$ cat config.mk
export PLATFORM = sky130hd
export DESIGN_NAME = safety_state_sequencer
export DESIGN_NICKNAME = d
export VERILOG_FILES = /design/src/inc/seq_pkg.sv /design/src/design/safety_state_sequencer.sv
export SDC_FILE = /design/constraint.sdc
export NUM_CORES = 1
export LEC_CHECK = 0
export ABC_AREA = 1
export BUFFER_PORTS_ARGS = -buffer_cell sky130_fd_sc_hd__buf_2
export CORE_UTILIZATION = 35
export DETAILED_ROUTE_END_ITERATION = 10
export HOLD_SLACK_MARGIN = 0.06
export PLACE_DENSITY = 0.74
export REMOVE_ABC_BUFFERS = 1
export SLEW_MARGIN = 15
export SYNTH_ARGS = -nofsm -noshare
export SYNTH_HDL_FRONTEND = slang
export SYNTH_SLANG_ARGS = --single-unit
$ cat constraint.sdc
create_clock -name clk -period 2.7 [get_ports clk]
set_clock_uncertainty 0.15 [all_clocks]
set_input_delay 0.135 -clock clk [delete_from_list [all_inputs] [get_ports clk]]
set_output_delay 0.135 -clock clk [all_outputs]
set_load 0.02 [all_outputs]
$ cat src/inc/seq_pkg.sv
// Package: states, registers and field layout of the safety state sequencer
// Notes on behaviour
// - Clean start-up leaves Start-up for passivation by command.
// - Power cycle or reboot returns every non-fail state to Start-up.
// - Fail-safe is left only to Start-up, only by power cycle or reboot.
// - Fatal self-test failure moves any running state to Fail-safe.
// - Communication error right after Start-up enters plain passivation.
// - Link error in Operational, command or ack request enters passivation.
// - Safety-function error in Operational enters reintegration state.
// - Ack taken locally, over the link or automatically, per mode.
// - Reintegration returns to Operational once errors cleared and acked.
// - Passivation command 1 in Operational enters passivation by command.
// - Passivation, error cleared, command 1: go to passivation by command.
// - Plain passivation, error cleared and command 0, raises ack request.
// - Operator-ack edge in ack request: Operational if no errors remain.
// - Command state returns to Operational when error-free and command 0.
package seq_pkg;

  // ****************************************
  // States
  // ****************************************
  typedef enum logic [2:0] {
    ST_STARTUP  = 3'h0,
    ST_CMD      = 3'h1,
    ST_OPER     = 3'h3,
    ST_REINT    = 3'h2,
    ST_PASS     = 3'h6,
    ST_ACKREQ   = 3'h7,
    ST_FAILSAFE = 3'h5
  } seq_state_e;

  // ****************************************
  // Acknowledge modes
  // ****************************************
  localparam logic [1:0] ACK_LOCAL = 2'h0;
  localparam logic [1:0] ACK_LINK  = 2'h1;
  localparam logic [1:0] ACK_AUTO  = 2'h2;

  // ****************************************
  // Register map (byte addresses)
  // ****************************************
  localparam logic [11:0] ADDR_CTRL   = 12'h000;
  localparam logic [11:0] ADDR_STATUS = 12'h004;
  localparam logic [11:0] ADDR_HOST   = 12'h008;

  localparam int CTRL_ACK_MODE_LSB = 0;
  localparam int CTRL_REBOOT_BIT   = 4;
  localparam int CTRL_LOCAL_ACK    = 5;
  localparam int HOST_PASSIVATE    = 0;
  localparam int HOST_OP_ACK       = 1;
  localparam logic [1:0] CTRL_RESET_MODE = 2'h1;

  // Host command bits after sampling
  typedef struct packed {
    logic passivate_command;
    logic operator_ack_command;
  } host_cmd_s;

  // Error inputs after sampling
  typedef struct packed {
    logic fatal;
    logic comm;
    logic sf;
  } err_s;

endpackage : seq_pkg

$ cat src/design/safety_state_sequencer.sv
// Module: operating-state sequencer with APB register access
`timescale 1ns/100ps
module safety_state_sequencer
  import seq_pkg::*;
(
  // Clock and reset
  input  wire logic        clk,
  input  wire logic        rst_b,
  // APB slave
  input  wire logic        psel,
  input  wire logic        penable,
  input  wire logic        pwrite,
  input  wire logic [11:0] paddr,
  input  wire logic [31:0] pwdata,
  output logic      [31:0] prdata,
  output logic             pready,
  output logic             pslverr,
  // Error and reboot pins, asynchronous
  input  wire logic        fatal_err_pin,
  input  wire logic        comm_err_pin,
  input  wire logic        sf_err_pin,
  input  wire logic        reboot_pin,
  // State and link status
  output seq_state_e       state,
  output logic             operator_ack_request
);

  // ****************************************
  // Pin synchronisers
  // ****************************************
  // Fourth stage keeps the level; a one-cycle glitch never counts
  logic [3:0] s1_reg, s2_reg, s3_reg, filt_reg, filt_next;
  always_ff @(posedge clk or negedge rst_b) begin
    if (!rst_b) begin
      s1_reg   <= 4'h0;
      s2_reg   <= 4'h0;
      s3_reg   <= 4'h0;
      filt_reg <= 4'h0;
    end else begin
      s1_reg   <= {reboot_pin, fatal_err_pin, comm_err_pin, sf_err_pin};
      s2_reg   <= s1_reg;
      s3_reg   <= s2_reg;
      filt_reg <= filt_next;
    end
  end
  // Change accepted only when second and third stages agree
  always_comb begin
    for (int i = 0; i < 4; i++) begin
      filt_next[i] = (s2_reg[i] == s3_reg[i]) ? s2_reg[i] : filt_reg[i];
    end
  end

  // Sampled vector order: reboot, fatal, comm, sf
  err_s err;
  logic reboot_pin_s;
  assign err          = '{fatal: filt_reg[2], comm: filt_reg[1], sf: filt_reg[0]};
  assign reboot_pin_s = filt_reg[3];

  // ****************************************
  // Registers
  // ****************************************
  logic [1:0] ack_mode_reg, ack_mode_next;
  host_cmd_s  host_reg, host_next;
  logic       reboot_sw, local_ack, wr, rd;

  // No wait states: every register answers in its access cycle
  assign wr      = psel && penable && pwrite;
  assign rd      = psel && !pwrite;
  assign pready  = 1'b1;
  assign pslverr = psel && penable && !(paddr == ADDR_CTRL ||
                   paddr == ADDR_STATUS || paddr == ADDR_HOST);

  // Reboot and local ack are one-cycle pulses of the write itself
  always_comb begin
    ack_mode_next = ack_mode_reg;
    host_next     = host_reg;
    reboot_sw     = 1'b0;
    local_ack     = 1'b0;
    if (wr && paddr == ADDR_CTRL) begin
      ack_mode_next = pwdata[CTRL_ACK_MODE_LSB +: 2];
      reboot_sw     = pwdata[CTRL_REBOOT_BIT];
      local_ack     = pwdata[CTRL_LOCAL_ACK];
    end
    if (wr && paddr == ADDR_HOST) begin
      host_next.passivate_command    = pwdata[HOST_PASSIVATE];
      host_next.operator_ack_command = pwdata[HOST_OP_ACK];
    end
  end

  // Read data taken in the setup cycle, stands through the access
  logic [31:0] prdata_next;
  always_comb begin
    prdata_next = 32'h0;
    if (rd && paddr == ADDR_CTRL)
      prdata_next[CTRL_ACK_MODE_LSB +: 2] = ack_mode_reg;
    if (rd && paddr == ADDR_STATUS)
      prdata_next = {24'h0, 1'b0, err.fatal, err.comm, err.sf,
                     operator_ack_request, state};
    if (rd && paddr == ADDR_HOST)
      prdata_next = {30'h0, host_reg.operator_ack_command,
                     host_reg.passivate_command};
  end

  // Edge of the registered host bit: a held bit acknowledges once
  logic ack_rise, ack_prev_reg;
  always_ff @(posedge clk or negedge rst_b) begin
    if (!rst_b) begin
      ack_mode_reg <= CTRL_RESET_MODE;
      host_reg     <= '0;
      prdata       <= 32'h0;
      ack_prev_reg <= 1'b0;
    end else begin
      ack_mode_reg <= ack_mode_next;
      host_reg     <= host_next;
      prdata       <= prdata_next;
      ack_prev_reg <= host_reg.operator_ack_command;
    end
  end
  assign ack_rise = host_reg.operator_ack_command && !ack_prev_reg;

  // ****************************************
  // Acknowledge source
  // ****************************************
  logic ack_ok;
  always_comb begin
    unique case (ack_mode_reg)
      ACK_LOCAL: ack_ok = local_ack;
      ACK_LINK:  ack_ok = ack_rise;
      ACK_AUTO:  ack_ok = 1'b1;
      default:   ack_ok = 1'b0;
    endcase
  end

  // ****************************************
  // State machine
  // ****************************************
  seq_state_e state_reg, state_next;
  logic       oar_reg, oar_next, reboot;
  assign reboot = reboot_sw || reboot_pin_s;
  assign state  = state_reg;
  assign operator_ack_request = oar_reg;

  // Reboot outranks everything; fatal next, then link errors
  always_comb begin
    state_next = state_reg;
    oar_next   = oar_reg;
    if (reboot) begin
      state_next = ST_STARTUP;
      oar_next   = 1'b0;
    end else if (state_reg != ST_FAILSAFE && err.fatal) begin
      state_next = ST_FAILSAFE;
      oar_next   = 1'b0;
    end else if (state_reg != ST_FAILSAFE && err.comm) begin
      // Plain passivation holds for as long as the link error lasts
      state_next = ST_PASS;
      oar_next   = 1'b0;
    end else begin
      unique case (state_reg)
        ST_STARTUP: state_next = ST_CMD;
        ST_OPER: begin
          if (host_reg.passivate_command)
            state_next = ST_CMD;
          else if (err.sf)
            state_next = ST_REINT;
        end
        ST_REINT: begin
          if (host_reg.passivate_command)
            state_next = ST_CMD;
          else if (!err.sf && ack_ok)
            state_next = ST_OPER;
        end
        ST_PASS: begin
          if (host_reg.passivate_command)
            state_next = ST_CMD;
          else begin
            state_next = ST_ACKREQ;
            oar_next   = 1'b1;
          end
        end
        ST_ACKREQ: begin
          if (host_reg.passivate_command) begin
            state_next = ST_CMD;
            oar_next   = 1'b0;
          end else if (ack_rise) begin
            state_next = err.sf ? ST_REINT : ST_OPER;
            oar_next   = 1'b0;
          end
        end
        ST_CMD: begin
          if (!host_reg.passivate_command)
            state_next = err.sf ? ST_REINT : ST_OPER;
        end
        // Only a reboot leaves; link errors are ignored here
        ST_FAILSAFE: state_next = ST_FAILSAFE;
        default:     state_next = ST_STARTUP;
      endcase
    end
  end

  always_ff @(posedge clk or negedge rst_b) begin
    if (!rst_b) begin
      state_reg <= ST_STARTUP;
      oar_reg   <= 1'b0;
    end else begin
      state_reg <= state_next;
      oar_reg   <= oar_next;
    end
  end

  // ****************************************
  // Checks
  // ****************************************
  chk_startup_leaves: assert property (@(posedge clk) disable iff (!rst_b)
    state_reg == ST_STARTUP && !reboot && !err.fatal && !err.comm
    |=> state_reg == ST_CMD) else $error("start-up did not exit");
  chk_reboot_start: assert property (@(posedge clk) disable iff (!rst_b)
    reboot |=> state_reg == ST_STARTUP)
    else $error("reboot ignored");
  chk_failsafe_hold: assert property (@(posedge clk) disable iff (!rst_b)
    state_reg == ST_FAILSAFE && !reboot |=> state_reg == ST_FAILSAFE)
    else $error("fail-safe left");
  chk_fatal_wins: assert property (@(posedge clk) disable iff (!rst_b)
    err.fatal && !reboot |=> state_reg == ST_FAILSAFE)
    else $error("fatal not taken");
  chk_comm_pass: assert property (@(posedge clk) disable iff (!rst_b)
    err.comm && !err.fatal && !reboot && state_reg != ST_FAILSAFE
    |=> state_reg == ST_PASS)
    else $error("comm error missed");
  chk_sf_reint: assert property (@(posedge clk) disable iff (!rst_b)
    state_reg == ST_OPER && err.sf && !err.fatal && !err.comm && !reboot
    && !host_reg.passivate_command |=> state_reg == ST_REINT)
    else $error("sf error missed");
  chk_oar_in_ackreq: assert property (@(posedge clk) disable iff (!rst_b)
    state_reg == ST_ACKREQ |-> oar_reg)
    else $error("ack request flag low");
  chk_cmd_enter: assert property (@(posedge clk) disable iff (!rst_b)
    state_reg == ST_OPER && host_reg.passivate_command && !err.fatal
    && !err.comm && !reboot |=> state_reg == ST_CMD)
    else $error("passivate ignored");
  chk_cmd_exit: assert property (@(posedge clk) disable iff (!rst_b)
    state_reg == ST_CMD && !host_reg.passivate_command && !err.sf
    && !err.fatal && !err.comm && !reboot |=> state_reg == ST_OPER)
    else $error("command exit missed");
  chk_cmd_hold: assert property (@(posedge clk) disable iff (!rst_b)
    state_reg == ST_CMD && host_reg.passivate_command && !err.fatal
    && !err.comm && !reboot |=> state_reg == ST_CMD)
    else $error("command state left early");
  chk_startup_comm: assert property (@(posedge clk) disable iff (!rst_b)
    state_reg == ST_STARTUP && err.comm && !err.fatal && !reboot
    |=> state_reg == ST_PASS)
    else $error("start-up comm error missed");
  chk_comm_first: assert property (@(posedge clk) disable iff (!rst_b)
    state_reg == ST_OPER && err.comm && !err.fatal && !reboot
    && (err.sf || host_reg.passivate_command) |=> state_reg == ST_PASS)
    else $error("comm error outranked");
  chk_failsafe_exit: assert property (@(posedge clk) disable iff (!rst_b)
    state_reg == ST_FAILSAFE && reboot |=> state_reg == ST_STARTUP)
    else $error("fail-safe reboot ignored");

  // ****************************************
  // Checks on exits from the Safe sub-states
  // ****************************************
  chk_pass_hold: assert property (@(posedge clk) disable iff (!rst_b)
    state_reg == ST_PASS && err.comm && !err.fatal && !reboot
    |=> state_reg == ST_PASS)
    else $error("passivation left early");
  chk_pass_cmd: assert property (@(posedge clk) disable iff (!rst_b)
    state_reg == ST_PASS && !err.comm && !err.fatal && !reboot
    && host_reg.passivate_command |=> state_reg == ST_CMD)
    else $error("passivation to command missed");
  chk_pass_ackreq: assert property (@(posedge clk) disable iff (!rst_b)
    state_reg == ST_PASS && !err.comm && !err.fatal && !reboot
    && !host_reg.passivate_command |=> state_reg == ST_ACKREQ && oar_reg)
    else $error("ack request not raised");
  chk_oar_only_ackreq: assert property (@(posedge clk) disable iff (!rst_b)
    oar_reg |-> state_reg == ST_ACKREQ)
    else $error("ack request flag stray");
  chk_ackreq_oper: assert property (@(posedge clk) disable iff (!rst_b)
    state_reg == ST_ACKREQ && ack_rise && !err.sf && !err.fatal && !err.comm
    && !reboot && !host_reg.passivate_command |=> state_reg == ST_OPER)
    else $error("ack edge ignored");
  chk_ackreq_reint: assert property (@(posedge clk) disable iff (!rst_b)
    state_reg == ST_ACKREQ && ack_rise && err.sf && !err.fatal && !err.comm
    && !reboot && !host_reg.passivate_command |=> state_reg == ST_REINT)
    else $error("ack edge with sf error");
  chk_ackreq_wait: assert property (@(posedge clk) disable iff (!rst_b)
    state_reg == ST_ACKREQ && !ack_rise && !err.fatal && !err.comm
    && !reboot && !host_reg.passivate_command |=> state_reg == ST_ACKREQ)
    else $error("ack request left without edge");
  chk_reint_exit: assert property (@(posedge clk) disable iff (!rst_b)
    state_reg == ST_REINT && !err.sf && ack_ok && !err.fatal && !err.comm
    && !reboot && !host_reg.passivate_command |=> state_reg == ST_OPER)
    else $error("reintegration exit missed");
  chk_reint_hold: assert property (@(posedge clk) disable iff (!rst_b)
    state_reg == ST_REINT && (err.sf || !ack_ok) && !err.fatal && !err.comm
    && !reboot && !host_reg.passivate_command |=> state_reg == ST_REINT)
    else $error("reintegration left early");
  chk_local_ack: assert property (@(posedge clk) disable iff (!rst_b)
    state_reg == ST_REINT && ack_mode_reg == ACK_LOCAL && !local_ack
    |=> state_reg != ST_OPER)
    else $error("local ack mode bypassed");

endmodule : safety_state_sequencer

==> reports/metrics.yaml <==
setup_path:
  worstSetupPathType: "in2reg"
  crit_required_ns: 2.77
  crit_path_top_delay_cell: "dlygate4sd3_1"
  start_kind: "input port"
  r2r_start: "state[2]"
  path_max_fanout: 3
  cp_cell_sequence: "dlygate4sd3_1, buf_2, nor3_2, nand2_1, a31oi_1, dlygate4sd3_1"
  cp_common_cell: "dlygate4sd3_1"
  worstPathArrival_ns: 1.82
  crit_path_end_kind: "flop"
  startpoint: "pwrite"
  reg2regPathDepth: 7
  max_stage_delay_ns: 0.56
clocking:
  postCtsSetupRepairBufs: 0
  cts.sinks: 32
  clk_latency_ns: 0.28
  cts_buffers: 5
  clk_pin_slew_ns: 0.06
  clockBufferDepth: 2
  cts_tree: "built"
  htree_levels: 2
  cts_root_buffer: "clkbuf_8"
floorplan:
  dieArea_um2: 5050
  die_h_um: 71.0
  io_pins: 91
  num_rows: 24
  fp.dieW_um: 71.0
  initial_core_util_pct: 37.3
  core_um2: 4470
drt:
  routedWlPerCell_um: 9.86
  detail_route.vias_per_cell: 4.39
  first_pass_iters: 8
  vias: 1264
  drc: 8
  drt_iter0_markers: 99
  totalWireLength_mm: 2.84
  antenna_left: 0
global_routing:
  gr-total-overflow: 0
  grt_use_total_pct: 12.8
  grt_max_degree: 33
  grt_pass1_vias: 1240
  use_met2_pct: 23.1
  grt_busiest_layer: "met2"
  antenna_found_initial: 0
  gr-usage-met1_pct: 13.1
  grtUsageMet3_pct: 5.70
  grt_pass1_wl_mm: 4.91
logic_synthesis:
  synth_fa_ha_area_share_pct: 2.40
  synthCells: 186
  synthSimpleGateAreaFrac_pct: 24.9
  synth_top_family_by_area: "simple AND/OR/NAND/NOR gates"
  synthFlopType: "dfrtp_1"
  synth.cell_area_um2: 1670
  muxShareOfSynthArea_pct: 0
  yosysTopAreaCell: "dfrtp_1"
  synth_compound_area_share_pct: 6.60
  synth_edf_count: 0
  ys_seq_area_share_pct: 48.1
  yosysUniqueCellTypes: 29
  synthXorXnorAreaFrac_pct: 0
  yosys-top-cells-area: "dfrtp_1 (47%), buf_4 (12%), nand2_1 (7.4%)"
  ys_async_sr_fraction_pct: 100
  ys_ff_latch: 32
  synth_area_per_cell_um2: 8.97
  netlist.area_leader.share_pct: 46.5
  yosysWarnings: 0
power_and_ir_drop:
  ir_drop_mv: 0.322
  power.leakage_uw: 0.00102
  p_per_area_nw_per_um2: 579
cells_and_area:
  diodes: 0
  largest_reg_flops: 7
  final_cell_mix: "buf_2 (36), nand2_1 (33), dfrtp_1 (31), conb_1 (26), inv_1 (17)"
  final_nets: 288
  drive_above_1_share_pct: 30.1
  regMostFlops: "prdata"
  multi_input_area_um2: 663
  regArea_um2: 802
  area_growth_pct: 19.8
  final_common_cell: "buf_2"
  nFillCells: 432
placed_design:
  dp_hpwl_mm: 2.17
  portBuffers: 36
  place_congestion: 0.855
run:
  maxCapViolCount: 0
timing:
  finalCritPeriodShare_pct: 64.8
  rsz0062_at_grt: "false"
  fmax_mhz: 572
  relSlewSlack_pct: 54.8
  tns_ns: 0
  hold_violations: 0
  slew_violations: 0
  holdWs_ns: 0.0706
  setup_viol: 0
  layout_min_cycle_time_ns: 1.75
  worst_pin_slew_ns: 0.678
hold_path:
  hp-start: "pwdata[4]"
  hp-class: "in2reg"
  worstHoldPathCells: 4
outcome:
  status: "complete, but fails checks"
  violations: "design-rule violations"
==> cells in the mapped netlist (2+ instances only) <==
library cell / count
o21ai_0: 3
buf_4: 27
nor2_1: 15
conb_1: 2
maj3_1: 4
inv_2: 7
nor3_2: 5
nor3_1: 4
nor2_4: 2
nand2_1: 33
nand2_2: 6
o21ai_1: 3
nand3_2: 3
dfrtp_1: 31
nand3_1: 8
a21oi_1: 4
inv_1: 17
==> worst max-delay path, delay by kind of cell <==
family | cells | cell delay (ns)
buffers and inverters | 3 | 1.25
AND/OR/NAND/NOR | 2 | 0.28
AO/OA/AOI/OAI | 1 | 0.15
==> through the flow <==
step	utilization, %	worst slack [ns]	instance area (µm²)	cells	power (µW)
2_1_floorplan	-	1.18	1560	183	658
3_3_place_gp	40.2	1.17	1800	271	711
3_5_place_dp	40.2	1.13	1800	271	716
4_1_cts	44.7	0.977	2000	288	1170
5_1_grt	44.7	0.853	2000	288	1220
6_report	44.7	0.951	2000	288	1160
==> cell families after synthesis <==
group                    count (synthesis)
AO/OA/AOI/OAI                           17
flip-flops                              32
other                                    2
adder cells (fa/ha/maj)                  4
AND/OR/NAND/NOR                         80
buffers and inverters                   51
==> final cells by class <==
| cell class | count | area share, % |
|---|---|---|
| multi-input cells | 127 | 33.2 |
| repair buffers | 45 | 13.5 |
| clock buffers | 6 | 3.63 |
| clock inverters | 2 | 1.75 |
| flip-flops and latches | 32 | 40.1 |
| inverters | 24 | 4.51 |
| well taps | 52 | 3.26 |
==> metal layers <==
| metal | part of all wire, % | routed length, µm | up-vias |
|---|---|---|---|
| met5 | 0 | 0 | - |
| met3 | 6.5 | 185 | 4 |
| met2 | 52 | 1480 | 49 |
| met1 | 41 | 1160 | 574 |
| li1 | - | - | 637 |
| met4 | 0.60 | 17 | 0 |
==> where the power goes <==
| part | leakage, µW | total (µW) | switching (µW) | internal, µW |
|---|---|---|---|---|
| Clock | 0.0000552 | 440 | 166 | 273 |
| Sequential | 0.000402 | 533 | 30.1 | 503 |
| Combinational | 0.000567 | 184 | 122 | 61.3 |
| Total | 0.00102 | 1160 | 319 | 837 |
==> final timing paths <==
path	endpoint	slack (ns)
worst max-delay path	prdata[0]	0.95
worst min-delay path	state[2]	0.07
worst max register to register	state[0]	1.08
worst min register to register	s2_reg[1]	0.20
max in group asynchronous	ack_prev_reg	1.69
min in group asynchronous	s1_reg[2]	0.27
==> what timing repair did <==
item                      in CTS  in global routing
resized for setup              0                  0
hold endpoints to repair      40                  0
hold buffers                   9                  0
Power figures use the tool's default switching activity.
